`config.mk`:
```
export PLATFORM = sky130hd
export DESIGN_NAME = tlic_core
export DESIGN_NICKNAME = d
export VERILOG_FILES = /design/src/tlic_pkg.sv /design/src/tlic_edge_det.sv /design/src/tlic_core.sv
export SDC_FILE = /design/constraint.sdc
export NUM_CORES = 1
export LEC_CHECK = 0
export BUFFER_PORTS_ARGS = -buffer_cell sky130_fd_sc_hd__buf_2
export CAP_MARGIN = 0
export CELL_PAD_IN_SITES_DETAIL_PLACEMENT = 1
export CELL_PAD_IN_SITES_GLOBAL_PLACEMENT = 1
export CORE_UTILIZATION = 30
export CTS_BUF_LIST = sky130_fd_sc_hd__clkbuf_8
export CTS_CLUSTER_SIZE = 10
export DETAILED_ROUTE_END_ITERATION = 7
export GPL_ROUTABILITY_DRIVEN = 0
export PLACE_DENSITY_LB_ADDON = 0.1
export SLEW_MARGIN = 20
export SYNTH_ARGS = -nofsm -noshare
export SYNTH_HDL_FRONTEND = slang
export SYNTH_SLANG_ARGS = --single-unit
```
`constraint.sdc`:
```
create_clock -name core_clk -period 3.8 [get_ports core_clk]
set_input_delay 0.38 -clock core_clk [delete_from_list [all_inputs] [get_ports core_clk]]
set_output_delay 0.38 -clock core_clk [all_outputs]
set_load 0.05 [all_outputs]
```
`src/tlic_pkg.sv`:
```
// package: constants and carrier types for the two-level interrupt controller
package tlic_pkg;

  localparam logic [20:0] high_vector_addr  = 21'h000008;
  localparam logic [20:0] low_vector_addr   = 21'h000018;
  localparam int          prio_enable_bit   = 7;
  localparam int          ctrl_high_bit     = 7;
  localparam int          ctrl_low_bit      = 6;
  localparam logic [7:0]  ctrl_reset_value  = 8'h00;
  localparam logic        prio_enable_reset = 1'b0;
  localparam logic [2:0]  edge_reset_value  = 3'h7;
  localparam int          latency_cycles    = 3;
  localparam int          num_ext           = 3;
  localparam int          num_periph        = 8;

  typedef struct packed {
    logic        take;
    logic        high;
    logic [20:0] vector;
  } tlic_entry_type;

  typedef struct packed {
    logic        high_level_global_enable;
    logic        low_level_global_enable;
  } tlic_enables_type;

endpackage : tlic_pkg

```
`src/tlic_edge_det.sv`:
```
// edge/change detector that pulses event_pulse on selected edges or on any change
`timescale 1ns/1ps
`default_nettype none
module tlic_edge_det #(
  parameter int WIDTH = 3
) (
  input  wire logic             core_clk,
  input  wire logic             arst_n,
  input  wire logic [WIDTH-1:0] pin,
  input  wire logic [WIDTH-1:0] rising_sel,
  input  wire logic             any_change_mode,
  output logic      [WIDTH-1:0] event_pulse
);
  logic [WIDTH-1:0] last;
  logic             primed;

  // the first sampled value after reset is taken as the reference only
  always_ff @(posedge core_clk or negedge arst_n) begin
    if (!arst_n) begin
      last   <= '0;
      primed <= 1'b0;
    end else begin
      last   <= pin;
      primed <= 1'b1;
    end
  end

  always_comb begin
    for (int i = 0; i < WIDTH; i++) begin
      if (!primed)
        event_pulse[i] = 1'b0;
      else if (any_change_mode)
        event_pulse[i] = pin[i] ^ last[i];
      else if (rising_sel[i])
        event_pulse[i] = pin[i] & ~last[i];
      else
        event_pulse[i] = ~pin[i] & last[i];
    end
  end
endmodule : tlic_edge_det
`default_nettype wire

```
`src/tlic_core.sv`:
```
// two-level interrupt controller: flags, gating, vector choice, entry/return
//
// How it works
// high vector is 000008h, low vector is 000018h
// high request preempts running low handler; low never preempts high
// each source has flag, enable and priority bits
// two-level priority only while priority_levels_enable is set, reset clear
// in priority mode bit 7 enables high sources, bit 6 low sources
// flag, enable and matching global enable set: vector to priority's address
// in compatibility mode priority bits are ignored
// compatibility: bit 6 gates peripherals, bit 7 gates everything
// compatibility mode always branches to 000008h
// accepting clears the global enable that admitted the request
// accept pushes return address and loads vector into program counter
// software polls flags and clears them before re-enabling
// return instruction sets the applicable global enable again
// external pin and port change latency is three to four cycles
// flags set on events regardless of any enable
// external edge select: 1 rising, 0 falling
// port change flag sets on any upper pin change, sticky
// simultaneous high and low eligible: high accepted, low stays pending
`timescale 1ns/1ps
`default_nettype none
module tlic_core
  import tlic_pkg::*;
#(
  parameter int LATENCY = latency_cycles
) (
  input  wire logic                  core_clk,
  input  wire logic                  arst_n,
  input  wire logic [num_ext-1:0]    ext_pins,
  input  wire logic [num_ext-1:0]    ext_edge_select,
  input  wire logic [num_ext-1:0]    ext_enable,
  input  wire logic [num_ext-1:0]    ext_priority,
  input  wire logic [num_ext-1:0]    ext_flag_clear,
  input  wire logic [3:0]            upper_port_pins,
  input  wire logic                  port_change_enable,
  input  wire logic                  port_change_priority,
  input  wire logic                  port_change_flag_clear,
  input  wire logic [num_periph-1:0] periph_event,
  input  wire logic [num_periph-1:0] periph_enable,
  input  wire logic [num_periph-1:0] periph_priority,
  input  wire logic [num_periph-1:0] periph_flag_clear,
  input  wire logic                  priority_levels_enable_wr,
  input  wire logic                  priority_levels_enable_in,
  input  wire logic                  ctrl_wr,
  input  wire logic [7:0]            ctrl_in,
  input  wire logic                  return_from_handler_instr,
  input  wire logic                  instr_boundary,
  input  wire logic [20:0]           pc_current,
  output logic                       priority_levels_enable,
  output logic      [7:0]            interrupt_control_reg,
  output logic      [num_ext-1:0]    ext_flag,
  output logic                       port_change_flag,
  output logic      [num_periph-1:0] peripheral_flag_reg_one,
  output logic                       stack_push,
  output logic      [20:0]           stack_push_data,
  output logic                       pc_load,
  output logic      [20:0]           pc_load_value,
  output logic                       in_high_handler,
  output logic                       in_low_handler
);
  import tlic_pkg::*;

  ////////////////////////////////////////////////////////////////////////////
  // event detection
  logic [num_ext-1:0] ext_evt;
  logic [3:0]         port_evt;
  logic               high_gie;
  logic               low_gie;

  tlic_edge_det #(.WIDTH(num_ext)) u_ext (
    .core_clk        (core_clk),
    .arst_n          (arst_n),
    .pin             (ext_pins),
    .rising_sel      (ext_edge_select),
    .any_change_mode (1'b0),
    .event_pulse     (ext_evt)
  );

  tlic_edge_det #(.WIDTH(4)) u_port (
    .core_clk        (core_clk),
    .arst_n          (arst_n),
    .pin             (upper_port_pins),
    .rising_sel      (4'h0),
    .any_change_mode (1'b1),
    .event_pulse     (port_evt)
  );

  ////////////////////////////////////////////////////////////////////////////
  // sticky flags: a set in the same cycle as a clear wins
  always_ff @(posedge core_clk or negedge arst_n) begin
    if (!arst_n) begin
      ext_flag                <= '0;
      port_change_flag        <= 1'b0;
      peripheral_flag_reg_one <= '0;
    end else begin
      ext_flag <= (ext_flag & ~ext_flag_clear) | ext_evt;
      port_change_flag <= (port_change_flag & ~port_change_flag_clear)
                          | (|port_evt);
      peripheral_flag_reg_one <= (peripheral_flag_reg_one & ~periph_flag_clear)
                                 | periph_event;
    end
  end

  ////////////////////////////////////////////////////////////////////////////
  // priority mode bit
  always_ff @(posedge core_clk or negedge arst_n) begin
    if (!arst_n)
      priority_levels_enable <= prio_enable_reset;
    else if (priority_levels_enable_wr)
      priority_levels_enable <= priority_levels_enable_in;
  end

  ////////////////////////////////////////////////////////////////////////////
  // eligibility
  logic [num_ext:0]   core_req;
  logic [num_ext:0]   core_pri;
  logic               any_high;
  logic               any_low;
  logic               comp_req;
  logic               raw_ok;
  logic [LATENCY-1:0] dly_high;
  logic [LATENCY-1:0] dly_low;
  logic               accept_high;
  logic               accept_low;
  tlic_entry_type     entry;

  assign core_req = {port_change_flag & port_change_enable,
                     ext_flag & ext_enable};
  assign core_pri = {port_change_priority, ext_priority};

  always_comb begin
    any_high = |(core_req & core_pri) |
               |(peripheral_flag_reg_one & periph_enable & periph_priority);
    any_low  = |(core_req & ~core_pri) |
               |(peripheral_flag_reg_one & periph_enable & ~periph_priority);
    // peripheral group enable gates only the peripheral sources
    comp_req = (|core_req) | (low_gie &
               (|(peripheral_flag_reg_one & periph_enable)));
    if (priority_levels_enable)
      raw_ok = 1'b0;
    else
      raw_ok = high_gie & comp_req & ~in_high_handler;
  end

  // pipeline models the synchroniser and fetch latency; with the accept
  // boundary this totals four cycles from the event to the accept, more while instr_boundary is low
  always_ff @(posedge core_clk or negedge arst_n) begin
    if (!arst_n) begin
      dly_high <= '0;
      dly_low  <= '0;
    end else begin
      dly_high <= {dly_high[LATENCY-2:0],
                   priority_levels_enable ? (any_high & high_gie)
                                          : raw_ok};
      dly_low  <= {dly_low[LATENCY-2:0],
                   priority_levels_enable & any_low & low_gie};
    end
  end

  always_comb begin
    accept_high = instr_boundary & dly_high[LATENCY-1] & high_gie
                  & ~in_high_handler;
    accept_low  = instr_boundary & dly_low[LATENCY-1] & low_gie
                  & ~accept_high & ~in_high_handler & ~in_low_handler
                  & priority_levels_enable;
    entry.take  = accept_high | accept_low;
    entry.high  = accept_high;
    if (!priority_levels_enable)
      entry.vector = high_vector_addr;
    else if (accept_high)
      entry.vector = high_vector_addr;
    else
      entry.vector = low_vector_addr;
  end

  ////////////////////////////////////////////////////////////////////////////
  // global enables: hardware clear on entry, set on return, else software
  always_ff @(posedge core_clk or negedge arst_n) begin
    if (!arst_n) begin
      high_gie <= ctrl_reset_value[ctrl_high_bit];
      low_gie  <= ctrl_reset_value[ctrl_low_bit];
    end else if (entry.take) begin
      if (!priority_levels_enable || entry.high)
        high_gie <= 1'b0;
      else
        low_gie <= 1'b0;
    end else if (return_from_handler_instr) begin
      if (!priority_levels_enable || in_high_handler)
        high_gie <= 1'b1;
      else
        low_gie <= 1'b1;
    end else if (ctrl_wr) begin
      high_gie <= ctrl_in[ctrl_high_bit];
      low_gie  <= ctrl_in[ctrl_low_bit];
    end
  end

  always_comb begin
    interrupt_control_reg                = '0;
    interrupt_control_reg[ctrl_high_bit] = high_gie;
    interrupt_control_reg[ctrl_low_bit]  = low_gie;
  end

  ////////////////////////////////////////////////////////////////////////////
  // handler nesting state
  always_ff @(posedge core_clk or negedge arst_n) begin
    if (!arst_n) begin
      in_high_handler <= 1'b0;
      in_low_handler  <= 1'b0;
    end else if (entry.take) begin
      if (entry.high)
        in_high_handler <= 1'b1;
      else
        in_low_handler <= 1'b1;
    end else if (return_from_handler_instr) begin
      // the innermost handler ends first
      if (in_high_handler)
        in_high_handler <= 1'b0;
      else
        in_low_handler <= 1'b0;
    end
  end

  ////////////////////////////////////////////////////////////////////////////
  // program counter and stack
  always_ff @(posedge core_clk or negedge arst_n) begin
    if (!arst_n) begin
      stack_push      <= 1'b0;
      stack_push_data <= '0;
      pc_load         <= 1'b0;
      pc_load_value   <= '0;
    end else begin
      stack_push      <= entry.take;
      pc_load         <= entry.take;
      if (entry.take) begin
        stack_push_data <= pc_current;
        pc_load_value   <= entry.vector;
      end
    end
  end

  ////////////////////////////////////////////////////////////////////////////
  // checks
  property p_vec_compat;
    @(posedge core_clk) disable iff (!arst_n)
      (entry.take && !priority_levels_enable) |=>
        (pc_load && pc_load_value == 21'h000008);
  endproperty
  a_vec_compat: assert property (p_vec_compat)
    else $error("compat entry not at high vector");

  property p_vec_low;
    @(posedge core_clk) disable iff (!arst_n)
      accept_low |=> (pc_load_value == 21'h000018 && !low_gie);
  endproperty
  a_vec_low: assert property (p_vec_low)
    else $error("low entry wrong vector or enable kept");

  property p_high_clears;
    @(posedge core_clk) disable iff (!arst_n)
      accept_high |=> !high_gie && in_high_handler;
  endproperty
  a_high_clears: assert property (p_high_clears)
    else $error("high entry did not clear enable");

  property p_no_low_in_high;
    @(posedge core_clk) disable iff (!arst_n)
      in_high_handler |-> !accept_low;
  endproperty
  a_no_low_in_high: assert property (p_no_low_in_high)
    else $error("low request preempted high handler");

  // the losing low request must keep its enable and stay pending
  property p_high_first;
    @(posedge core_clk) disable iff (!arst_n)
      (accept_high && dly_low[LATENCY-1] && low_gie) |-> !accept_low ##1
        (low_gie && in_low_handler == $past(in_low_handler));
  endproperty
  a_high_first: assert property (p_high_first)
    else $error("low accepted together with high");

  property p_flag_set;
    @(posedge core_clk) disable iff (!arst_n)
      periph_event[0] |=> peripheral_flag_reg_one[0];
  endproperty
  a_flag_set: assert property (p_flag_set)
    else $error("flag not set on event");

  property p_port_change;
    @(posedge core_clk) disable iff (!arst_n)
      ($past(upper_port_pins) != upper_port_pins && $past(arst_n))
        |=> port_change_flag;
  endproperty
  a_port_change: assert property (p_port_change)
    else $error("port change flag missed");

  property p_return_sets;
    @(posedge core_clk) disable iff (!arst_n)
      (return_from_handler_instr && !entry.take && !priority_levels_enable)
        |=> high_gie;
  endproperty
  a_return_sets: assert property (p_return_sets)
    else $error("return did not set enable");

  property p_push_with_load;
    @(posedge core_clk) disable iff (!arst_n)
      entry.take |=> stack_push && stack_push_data == $past(pc_current);
  endproperty
  a_push_with_load: assert property (p_push_with_load)
    else $error("no push on entry");

  c_high: cover property (@(posedge core_clk) accept_high);
  c_low: cover property (@(posedge core_clk) accept_low);
  c_nest: cover property (@(posedge core_clk)
    in_low_handler && accept_high);
  c_ret: cover property (@(posedge core_clk)
    return_from_handler_instr && in_high_handler);

endmodule : tlic_core
`default_nettype wire

```
==> impl_metrics.env, run 1 <==
export IMPL_syn_area_mm2=0.00251
export IMPL_via_count=2160
export IMPL_grt_overflow_total=0
export IMPL_critPathRequiredTime_ps=4010
export IMPL_fp_dieArea_mm2=0.00875
export IMPL_setup_viol_count_final=0
export IMPL_ir_drop_uv=179
export IMPL_postSynthAreaPerCell_um2=9.78
export IMPL_num_fill_cells=1024
export IMPL_portBuffers=125
export IMPL_synth_edff_count=0
export IMPL_antenna_found_initial=0
export IMPL_synth_cell_types=33
export IMPL_final_core_util_pct=39.7
export IMPL_die_w_um=93.5
export IMPL_design_area_mm2=0.00324
export IMPL_path_buf_inv=2
export IMPL_fmax_mhz=521
export IMPL_grt_usage_pct=14.9
export IMPL_cts_max_path_buffers=2
export IMPL_hold_class="input port to async pin"
export IMPL_pin_count=157
export IMPL_clkTransAtPathRegs_ps=110
export IMPL_die_h_um=93.5
export IMPL_worstSetupEndpoint="high_gie"
export IMPL_dp_hpwl_mm=5.02
export IMPL_rsz0062_at_grt="no"
export IMPL_finalCritPeriodShare_pct=50.5
export IMPL_dr_pass1_iters=6
export IMPL_power_density_mw_per_mm2=674
export IMPL_synth_area_leaders="dfrtp_1 55%, nand2_1 12%, buf_4 8.4%"
export IMPL_clk_latency_ps=300
export IMPL_synth_most_common_cell="nand2_1"
export IMPL_reg2reg_from="priority_levels_enable"
export IMPL_cts_tree="done"
export IMPL_synth_ff_type="dfrtp_1"
export IMPL_crit_chain="nand4_2 > o31ai_4 > buf_6 > inv_4 > a31oi_1 > nand2_1"
export IMPL_grt_pass1_wl_mm=10.1
export IMPL_ant_nets=0
export IMPL_tightest_slew_ps=676
export IMPL_core_area_mm2=0.00818
export IMPL_drcViolationCount=2
export IMPL_r2r_slack_ps=1880
export IMPL_async_reset_ff_share_pct=100
export IMPL_cp_num_cells=6
export IMPL_finalHoldViolCount=0
export IMPL_status="finished with violations"
export IMPL_synth_common_cells="78 x nand2_1, 55 x dfrtp_1, 28 x buf_4"
export IMPL_wirelength_mm=6.35
export IMPL_clkSinkCount=55
export IMPL_initial_core_util_pct=30.7
export IMPL_crit_family="compound AO/OA/AOI/OAI gates"
export IMPL_startpoint="priority_levels_enable"
export IMPL_drive_above_1_share_pct=37.2
export IMPL_rr_worst_depth=6
export IMPL_path_class="flop to flop"
export IMPL_worst_path_max_delay_cell="o31ai_4"
export IMPL_cp_end_kind="flop"
export IMPL_cp_data_arrival_time_ps=2120
export IMPL_cts_hold_buf=0
export IMPL_slew_violations=0
export IMPL_syn_inst=257
export IMPL_cts_resized=0
export IMPL_yosys_area_top_type="dfrtp_1"
export IMPL_wl_per_cell_um=13.0
export IMPL_finalCriticalPeriod_ps=1920
export IMPL_ys_warn_count=0
export IMPL_critPathMaxStageDelay_ps=510
export IMPL_drt_iter0_markers=23
export IMPL_clockRootBuffer="clkbuf_8"
export IMPL_antenna_cells=0
export IMPL_p_leak_nw=1.82
export IMPL_yosysSeqAreaShare_pct=54.8
export IMPL_place_area_mm2=0.00312
export IMPL_num_rows=33
export IMPL_cp_max_fo=23
export IMPL_drv_cap=0
export IMPL_finClkSkew_ps=10.2
export IMPL_synth_seq_cells=55
export IMPL_htreeDepth=2
export IMPL_yosysTopAreaCellShare_pct=54.8
export IMPL_cts_buffers=5
export IMPL_maxSlewHeadroom_pct=54.9
export IMPL_post_cts_buffers=0
export IMPL_syn2layout_area_growth_pct=29.0
export IMPL_routed_via_density=4.42
export IMPL_regToRegEndpoint="high_gie"
export IMPL_grt_max_degree=31
export IMPL_nets=473
export IMPL_violations="DRC"
export IMPL_worstSetupStartpointType="flop"
export IMPL_finalSetupTns_ps=0
export IMPL_grt_pass1_vias=2225
-- cells in the final DEF (no fill, tap or decap) --
master     instances
buf_2            125
nand2_1           78
dfrtp_1           55
conb_1            26
inv_1             13
o21ai_0           12
nand3_1           11
a21o_1             9
o22ai_1            6
clkbuf_8           6
nor3b_1            5
nand4_1            4
xor2_1             4
and3b_1            3
nand2_2            2
nor2_1             2
o311a_1            2
a31oi_1            2
a21o_2             1
nand4_2            1
nand4b_1           1
o31ai_4            1
a41oi_1            1
a311oi_1           1
and4_1             1
or4_1              1
o41ai_1            1
inv_4              1
mux2_2             1
nand3b_1           1
nor4_1             1
a21oi_1            1
or2_2              1
bufinv_16          1
clkinv_2           1
buf_6              1
buf_4              1
-- cells by family after synthesis --
group | synth area share [%]
buffers and inverters | 12.3
AO/OA/AOI/OAI | 10.3
multiplexers | 0.448
AND/OR/NAND/NOR | 20.5
XOR/XNOR | 1.39
other | 0.299
flip-flops | 54.8
-- final cells by class --
class,count,area [um^2],share of cell area (%)
multi-input combinational,180,917,28.3
clock buffer,6,82.6,2.55
inverter,14,55.1,1.70
tap,105,131,4.05
sequential,55,1380,42.5
timing repair buffer,127,644,19.9
clock inverter,2,35.0,1.08
-- how the worst min path moves through the flow --
stage                      from            endpoint  slack (ps)  depth (start not counted)
finish                   arst_n  stack_push_data[3]         100                          1
global route             arst_n  stack_push_data[3]         140                          1
floorplan                arst_n         dly_high[0]          80                          0
global placement    dly_high[1]         dly_high[2]         340                          0
CTS                      arst_n  stack_push_data[3]         120                          1
detailed placement  dly_high[1]         dly_high[2]         340                          0
-- layer usage --
metal,vias up,track usage (%),part of all wire (%)
met2,96,25.2,46
met1,1009,17.7,43
li1,1051,-,-
met3,4,5.45,11
met5,-,0,0
met4,0,3.85,0.63
-- registers in the layout, summed over array words and instances, names as in the netlist --
| name | count |
|---|---|
| ext_flag | 3 |
| pc_load | 1 |
| in_low_handler | 1 |
| dly_high | 3 |
| high_gie | 1 |
| u_port.last | 4 |
| stack_push_data | 21 |
| low_gie | 1 |
| u_ext.last | 3 |
| dly_low | 3 |
| port_change_flag | 1 |
| pc_load_value | 2 |
| in_high_handler | 1 |
| priority_levels_enable | 1 |
| peripheral_flag_reg_one | 8 |
| u_ext.primed | 1 |
-- metrics by stage --
| step | hold WS, ps | setup WS (ps) | power [mW] | cells |
|---|---|---|---|---|
| finish | 96.1 | 1880 | 2.19 | 489 |
| global route | 142 | 1680 | 2.31 | 489 |
| CTS | 119 | 1820 | 2.22 | 489 |
| detailed placement | 339 | 1830 | 1.81 | 481 |
| global placement | 335 | 1420 | 1.78 | 480 |
| floorplan | 84.4 | 2050 | 1.59 | 281 |
-- worst reg2reg max path, cell delays in order (launching register included) --
cell	delay, ps
dfrtp_1	490
nand4_2	180
o31ai_4	510
buf_6	260
inv_4	130
a31oi_1	190
nand2_1	70
-- report_power, final --
part	internal, mW	switching [mW]	leakage [nW]
Clock	0.214	0.192	0.0612
Sequential	0.737	0.0916	0.667
Combinational	0.212	0.739	1.09
Total	1.16	1.02	1.82
Power figures use the tool's default switching activity.
==> inputs of run 2 (changes only) <==
Clock period 3.8 ns to 2 ns, I/O delays scaled along.
==> run 2 against run 1 <==
The run still ends with DRC left. Sequential share of layout area shrank 0.52 points. Non-clock buffer count grew 5. Register-to-register slack lost 1600 ps. Core utilization grew 0.49 points.
==> impl_metrics.env, run 2 (synthesis gave the netlist of run 1 again) <==
export IMPL_cts_buffers=5
export IMPL_tightest_slew_ps=555
export IMPL_grt_overflow_total=0
export IMPL_grt_max_degree=26
export IMPL_grt_pass1_vias=2381
export IMPL_path_buf_inv=1
export IMPL_finalHoldViolCount=0
export IMPL_setup_viol_count_final=0
export IMPL_maxSlewHeadroom_pct=63.0
export IMPL_dp_hpwl_mm=5.21
export IMPL_ir_drop_uv=432
export IMPL_fmax_mhz=582
export IMPL_place_inst=484
export IMPL_power_density_mw_per_mm2=1260
export IMPL_cp_num_cells=5
export IMPL_grt_util_met2_pct=26.8
export IMPL_clkSinkCount=55
export IMPL_top_regs="stack_push_data: 21 flops, peripheral_flag_reg_one: 8 flops, u_port.last: 4 flops"
export IMPL_die_h_um=93.5
export IMPL_instances_no_fill=493
export IMPL_drv_cap=0
export IMPL_antenna_cells=0
export IMPL_core_area_mm2=0.00818
export IMPL_portBuffers=125
export IMPL_nets=478
export IMPL_gr_usage_met1_pct=18.4
export IMPL_finalSetupTns_ps=0
export IMPL_rr_worst_depth=5
export IMPL_path_class="flop to flop"
export IMPL_antenna_found_initial=0
export IMPL_critPathRequiredTime_ps=2210
export IMPL_num_fill_cells=1017
export IMPL_wl_per_cell_um=13.1
export IMPL_place_area_mm2=0.00316
export IMPL_largest_register="stack_push_data"
export IMPL_finalCriticalPeriod_ps=1720
export IMPL_drt_iter0_markers=23
export IMPL_grt_pass1_wl_mm=10.7
export IMPL_status="finished with violations"
export IMPL_most_common_layout_cells="125 x buf_2, 78 x nand2_1, 55 x dfrtp_1, 26 x conb_1, 13 x inv_1"
export IMPL_worst_path_max_delay_cell="o31ai_4"
export IMPL_clockRootBuffer="clkbuf_8"
export IMPL_cp_data_arrival_time_ps=1920
export IMPL_clk_latency_ps=310
export IMPL_slew_violations=0
export IMPL_critPathMaxStageDelay_ps=490
export IMPL_top_usage_layer="met2"
export IMPL_fp_dieArea_mm2=0.00875
export IMPL_num_rows=33
export IMPL_grt_usage_pct=15.6
export IMPL_largest_reg_flops=21
export IMPL_drcViolationCount=2
export IMPL_final_core_util_pct=40.1
export IMPL_syn2layout_area_growth_pct=30.6
export IMPL_crit_chain="nand4_2 > o31ai_4 > inv_4 > a31oi_1 > nand2_1"
export IMPL_ant_nets=0
export IMPL_drive_above_1_share_pct=37.4
export IMPL_routed_via_density=4.48
export IMPL_clkTransAtPathRegs_ps=100
export IMPL_power_mw=4.12
export IMPL_rsz0062_at_grt="no"
export IMPL_post_cts_buffers=0
export IMPL_crit_family="compound AO/OA/AOI/OAI gates"
export IMPL_violations="DRC"
export IMPL_worstSetupStartpointType="flop"
export IMPL_via_count=2208
export IMPL_pin_count=157
export IMPL_cp_max_fo=23
export IMPL_hold_class="input port to flop"
export IMPL_final_common_cell="buf_2"
export IMPL_finalCritPeriodShare_pct=85.9
export IMPL_cts_tree="done"
export IMPL_grt_util_met3_pct=6.10
export IMPL_cts_max_path_buffers=2
export IMPL_die_w_um=93.5
export IMPL_dr_pass1_iters=5
export IMPL_htreeDepth=2
export IMPL_cp_end_kind="flop"
export IMPL_initial_core_util_pct=30.7
export IMPL_p_leak_nw=1.83
export IMPL_holdPathStages=1
export IMPL_design_area_mm2=0.00328
export IMPL_finClkSkew_ps=8.77
export IMPL_wirelength_mm=6.45
run 2: final timing paths:
| path | from | slack (ps) | to |
|---|---|---|---|
| max reg2reg | low_gie | 280 | high_gie |
| min reg2reg | dly_high[1] | 350 | dly_high[2] |
| min | ext_pins[1] | 20 | u_ext.last[1] |
| min in group asynchronous | arst_n | 380 | stack_push_data[3] |
| max | low_gie | 280 | high_gie |
| max in group asynchronous | arst_n | 1060 | ext_flag[0] |
run 2: repair_timing:
action,4_1_cts,5_1_grt
resized for setup,0,0
endpoints found under the hold margin,19,1
endpoints found under the setup margin,0,0
hold buffers,1,1
run 2: cell type report:
class | instances | area, um^2 | area share [%]
well taps | 105 | 131 | 4.00
inverters | 14 | 55.1 | 1.68
flip-flops and latches | 55 | 1380 | 41.9
multi-input cells | 180 | 917 | 27.9
clock buffers | 5 | 68.8 | 2.10
clock inverters | 2 | 37.5 | 1.14
repair buffers | 132 | 696 | 21.2
run 2: layer usage:
metal,part of all wire (%),wire length (um)
met1,42,2720
met3,9.8,633
met2,47,3040
met5,0,0
met4,0.84,54
run 2: metrics by stage:
step | hold slack [ps] | worst slack (ps)
after CTS | 9.14 | 216
after global placement | 201 | 250
final | 24.1 | 282
after detailed placement | 199 | 236
after global routing | 1.37 | 70.9
after floorplan | -95.6 | 249
run 2: power by group:
part | switching [mW] | internal [mW] | leakage [nW]
clock | 0.362 | 0.367 | 0.0502
sequential | 0.173 | 1.40 | 0.667
combinational | 1.41 | 0.411 | 1.11
==> inputs of run 3 (changes only) <==
Settings changed: PLACE_DENSITY set to 0.91, PLACE_DENSITY_LB_ADDON 0.1 to not set.
==> run 3 against run 2 <==
The run now ends clean. Clock skew about the same. Sequential power barely moved. Clock power decreased by 20%. First-iteration DRC count rose by 61%. Total power is 3.2% lower. Register-to-register slack improved by 70 ps. Largest power group unchanged. Non-clock buffer count down 2. Sequential share of layout area is 0.55 points higher. Setup slack improved by 75 ps. Design area down 1.3%. Maximum frequency is 4.5% higher.
==> impl_metrics.env, run 3 (synthesis gave the netlist of run 1 again) <==
export IMPL_rsz0062_at_grt="no"
export IMPL_clkTransAtPathRegs_ps=90
export IMPL_worstSetupStartpointType="flop"
export IMPL_finalSetupTns_ps=0
export IMPL_drive_above_1_share_pct=37.0
export IMPL_cts_max_path_buffers=2
export IMPL_largest_register="stack_push_data"
export IMPL_power_mw=3.99
export IMPL_die_h_um=93.5
export IMPL_status="finished clean"
export IMPL_cp_data_arrival_time_ps=1830
export IMPL_wirelength_mm=6.73
export IMPL_path_class="flop to flop"
export IMPL_critPathRequiredTime_ps=2190
export IMPL_nets=476
export IMPL_grt_pass1_wl_mm=10.8
export IMPL_htreeDepth=2
export IMPL_p_leak_nw=1.82
export IMPL_clk_latency_ps=300
export IMPL_initial_core_util_pct=30.7
export IMPL_drcViolationCount=0
export IMPL_num_rows=33
export IMPL_core_area_mm2=0.00818
export IMPL_cts_resized=0
export IMPL_fmax_mhz=609
export IMPL_clockRootBuffer="clkbuf_8"
export IMPL_ir_drop_uv=286
export IMPL_power_density_mw_per_mm2=1230
export IMPL_grt_usage_pct=16.0
export IMPL_setup_viol_count_final=0
export IMPL_drv_cap=0
export IMPL_via_count=2239
export IMPL_fp_dieArea_mm2=0.00875
export IMPL_cp_max_fo=22
export IMPL_die_w_um=93.5
export IMPL_final_core_util_pct=39.6
export IMPL_finClkSkew_ps=8.47
export IMPL_clkSinkCount=55
export IMPL_startpoint="in_high_handler"
export IMPL_hold_class="input port to flop"
export IMPL_wl_per_cell_um=13.7
export IMPL_dp_hpwl_mm=5.40
export IMPL_cts_tree="done"
export IMPL_worstSetupEndpoint="pc_load_value[3]"
export IMPL_ant_nets=0
export IMPL_largest_reg_flops=21
export IMPL_regToRegEndpoint="pc_load_value[3]"
export IMPL_finalCritPeriodShare_pct=82.2
export IMPL_finalHoldViolCount=0
export IMPL_pin_count=157
export IMPL_most_common_layout_cells="125 x buf_2, 78 x nand2_1, 55 x dfrtp_1, 26 x conb_1, 15 x inv_1"
export IMPL_r2r_slack_ps=360
export IMPL_syn2layout_area_growth_pct=28.9
export IMPL_antenna_found_initial=0
export IMPL_top_regs="stack_push_data: 21 flops, peripheral_flag_reg_one: 8 flops, u_port.last: 4 flops"
export IMPL_reg2reg_from="in_high_handler"
export IMPL_worst_slack_ps=357
export IMPL_final_common_cell="buf_2"
export IMPL_slew_violations=0
export IMPL_dr_pass1_iters=4
export IMPL_grt_pass1_vias=2365
export IMPL_grt_overflow_total=0
export IMPL_place_ws_ps=336
export IMPL_portBuffers=125
export IMPL_timing_hold_ws_ps=27.3
export IMPL_cp_end_kind="flop"
export IMPL_routed_via_density=4.55
export IMPL_hp_start="upper_port_pins[2]"
export IMPL_rr_worst_depth=4
export IMPL_finalCriticalPeriod_ps=1640
export IMPL_cts_buffers=5
export IMPL_antenna_cells=0
export IMPL_grt_max_degree=52
export IMPL_drt_iter0_markers=37
==> run 3: cell types whose count changed in the layout (fill, tap and decap cells not counted) <==
cell and delta:
clkinv_2 +1, bufinv_16 -1, clkinvlp_4 -1, dlygate4sd3_1 -1, inv_1 +2, buf_4 -1
==> run 3: worst min path at each step <==
| stage | depth (start not counted) | end | slack, ps |
|---|---|---|---|
| 2_1_floorplan | 0 | dly_high[0] | -100 |
| 3_3_place_gp | 1 | stack_push_data[3] | 30 |
| 3_5_place_dp | 1 | stack_push_data[3] | 30 |
| 4_1_cts | 1 | u_port.last[0] | 20 |
| 5_1_grt | 1 | u_port.last[0] | 10 |
| 6_report | 1 | u_port.last[2] | 30 |
==> run 3: cell type report <==
cell class	count	area, um^2
clock buffer	5	68.8
clock inverter	3	12.5
fill	999	4940
inverter	14	55.1
multi-input combinational	180	917
sequential	55	1380
tap	105	131
timing repair buffer	130	678
==> run 3: critical path: stages (launching register included) <==
cell and delay, ps:
dfrtp_1 560, nand4b_1 280, o31ai_4 160, buf_4 240
or2_2 280
==> run 3: repair_timing <==
| item | in CTS | in global routing |
|---|---|---|
| setup buffers | 0 | 0 |
| hold buffers | 1 | 0 |
| hold endpoints to repair | 55 | 0 |
==> run 3: power by group <==
part           internal, mW  switching (mW)
Combinational         0.409            1.42
Clock                 0.237           0.342
Sequential             1.40           0.182
==> run 3: metal layers <==
metal	track usage (%)	vias to the layer above	share of wire, %
met5	0	-	0
li1	-	1052	-
met2	29.4	118	50
met1	17.6	1058	40
met3	4.55	11	8.1
met4	5.13	0	1.8
==> run 3: through the flow <==
| step | cell area (um^2) | std cells |
|---|---|---|
| after CTS | 3240 | 492 |
| after global routing | 3240 | 492 |
| after detailed placement | 3150 | 483 |
| final | 3240 | 492 |
| after global placement | 3150 | 483 |
| after floorplan | 2600 | 281 |
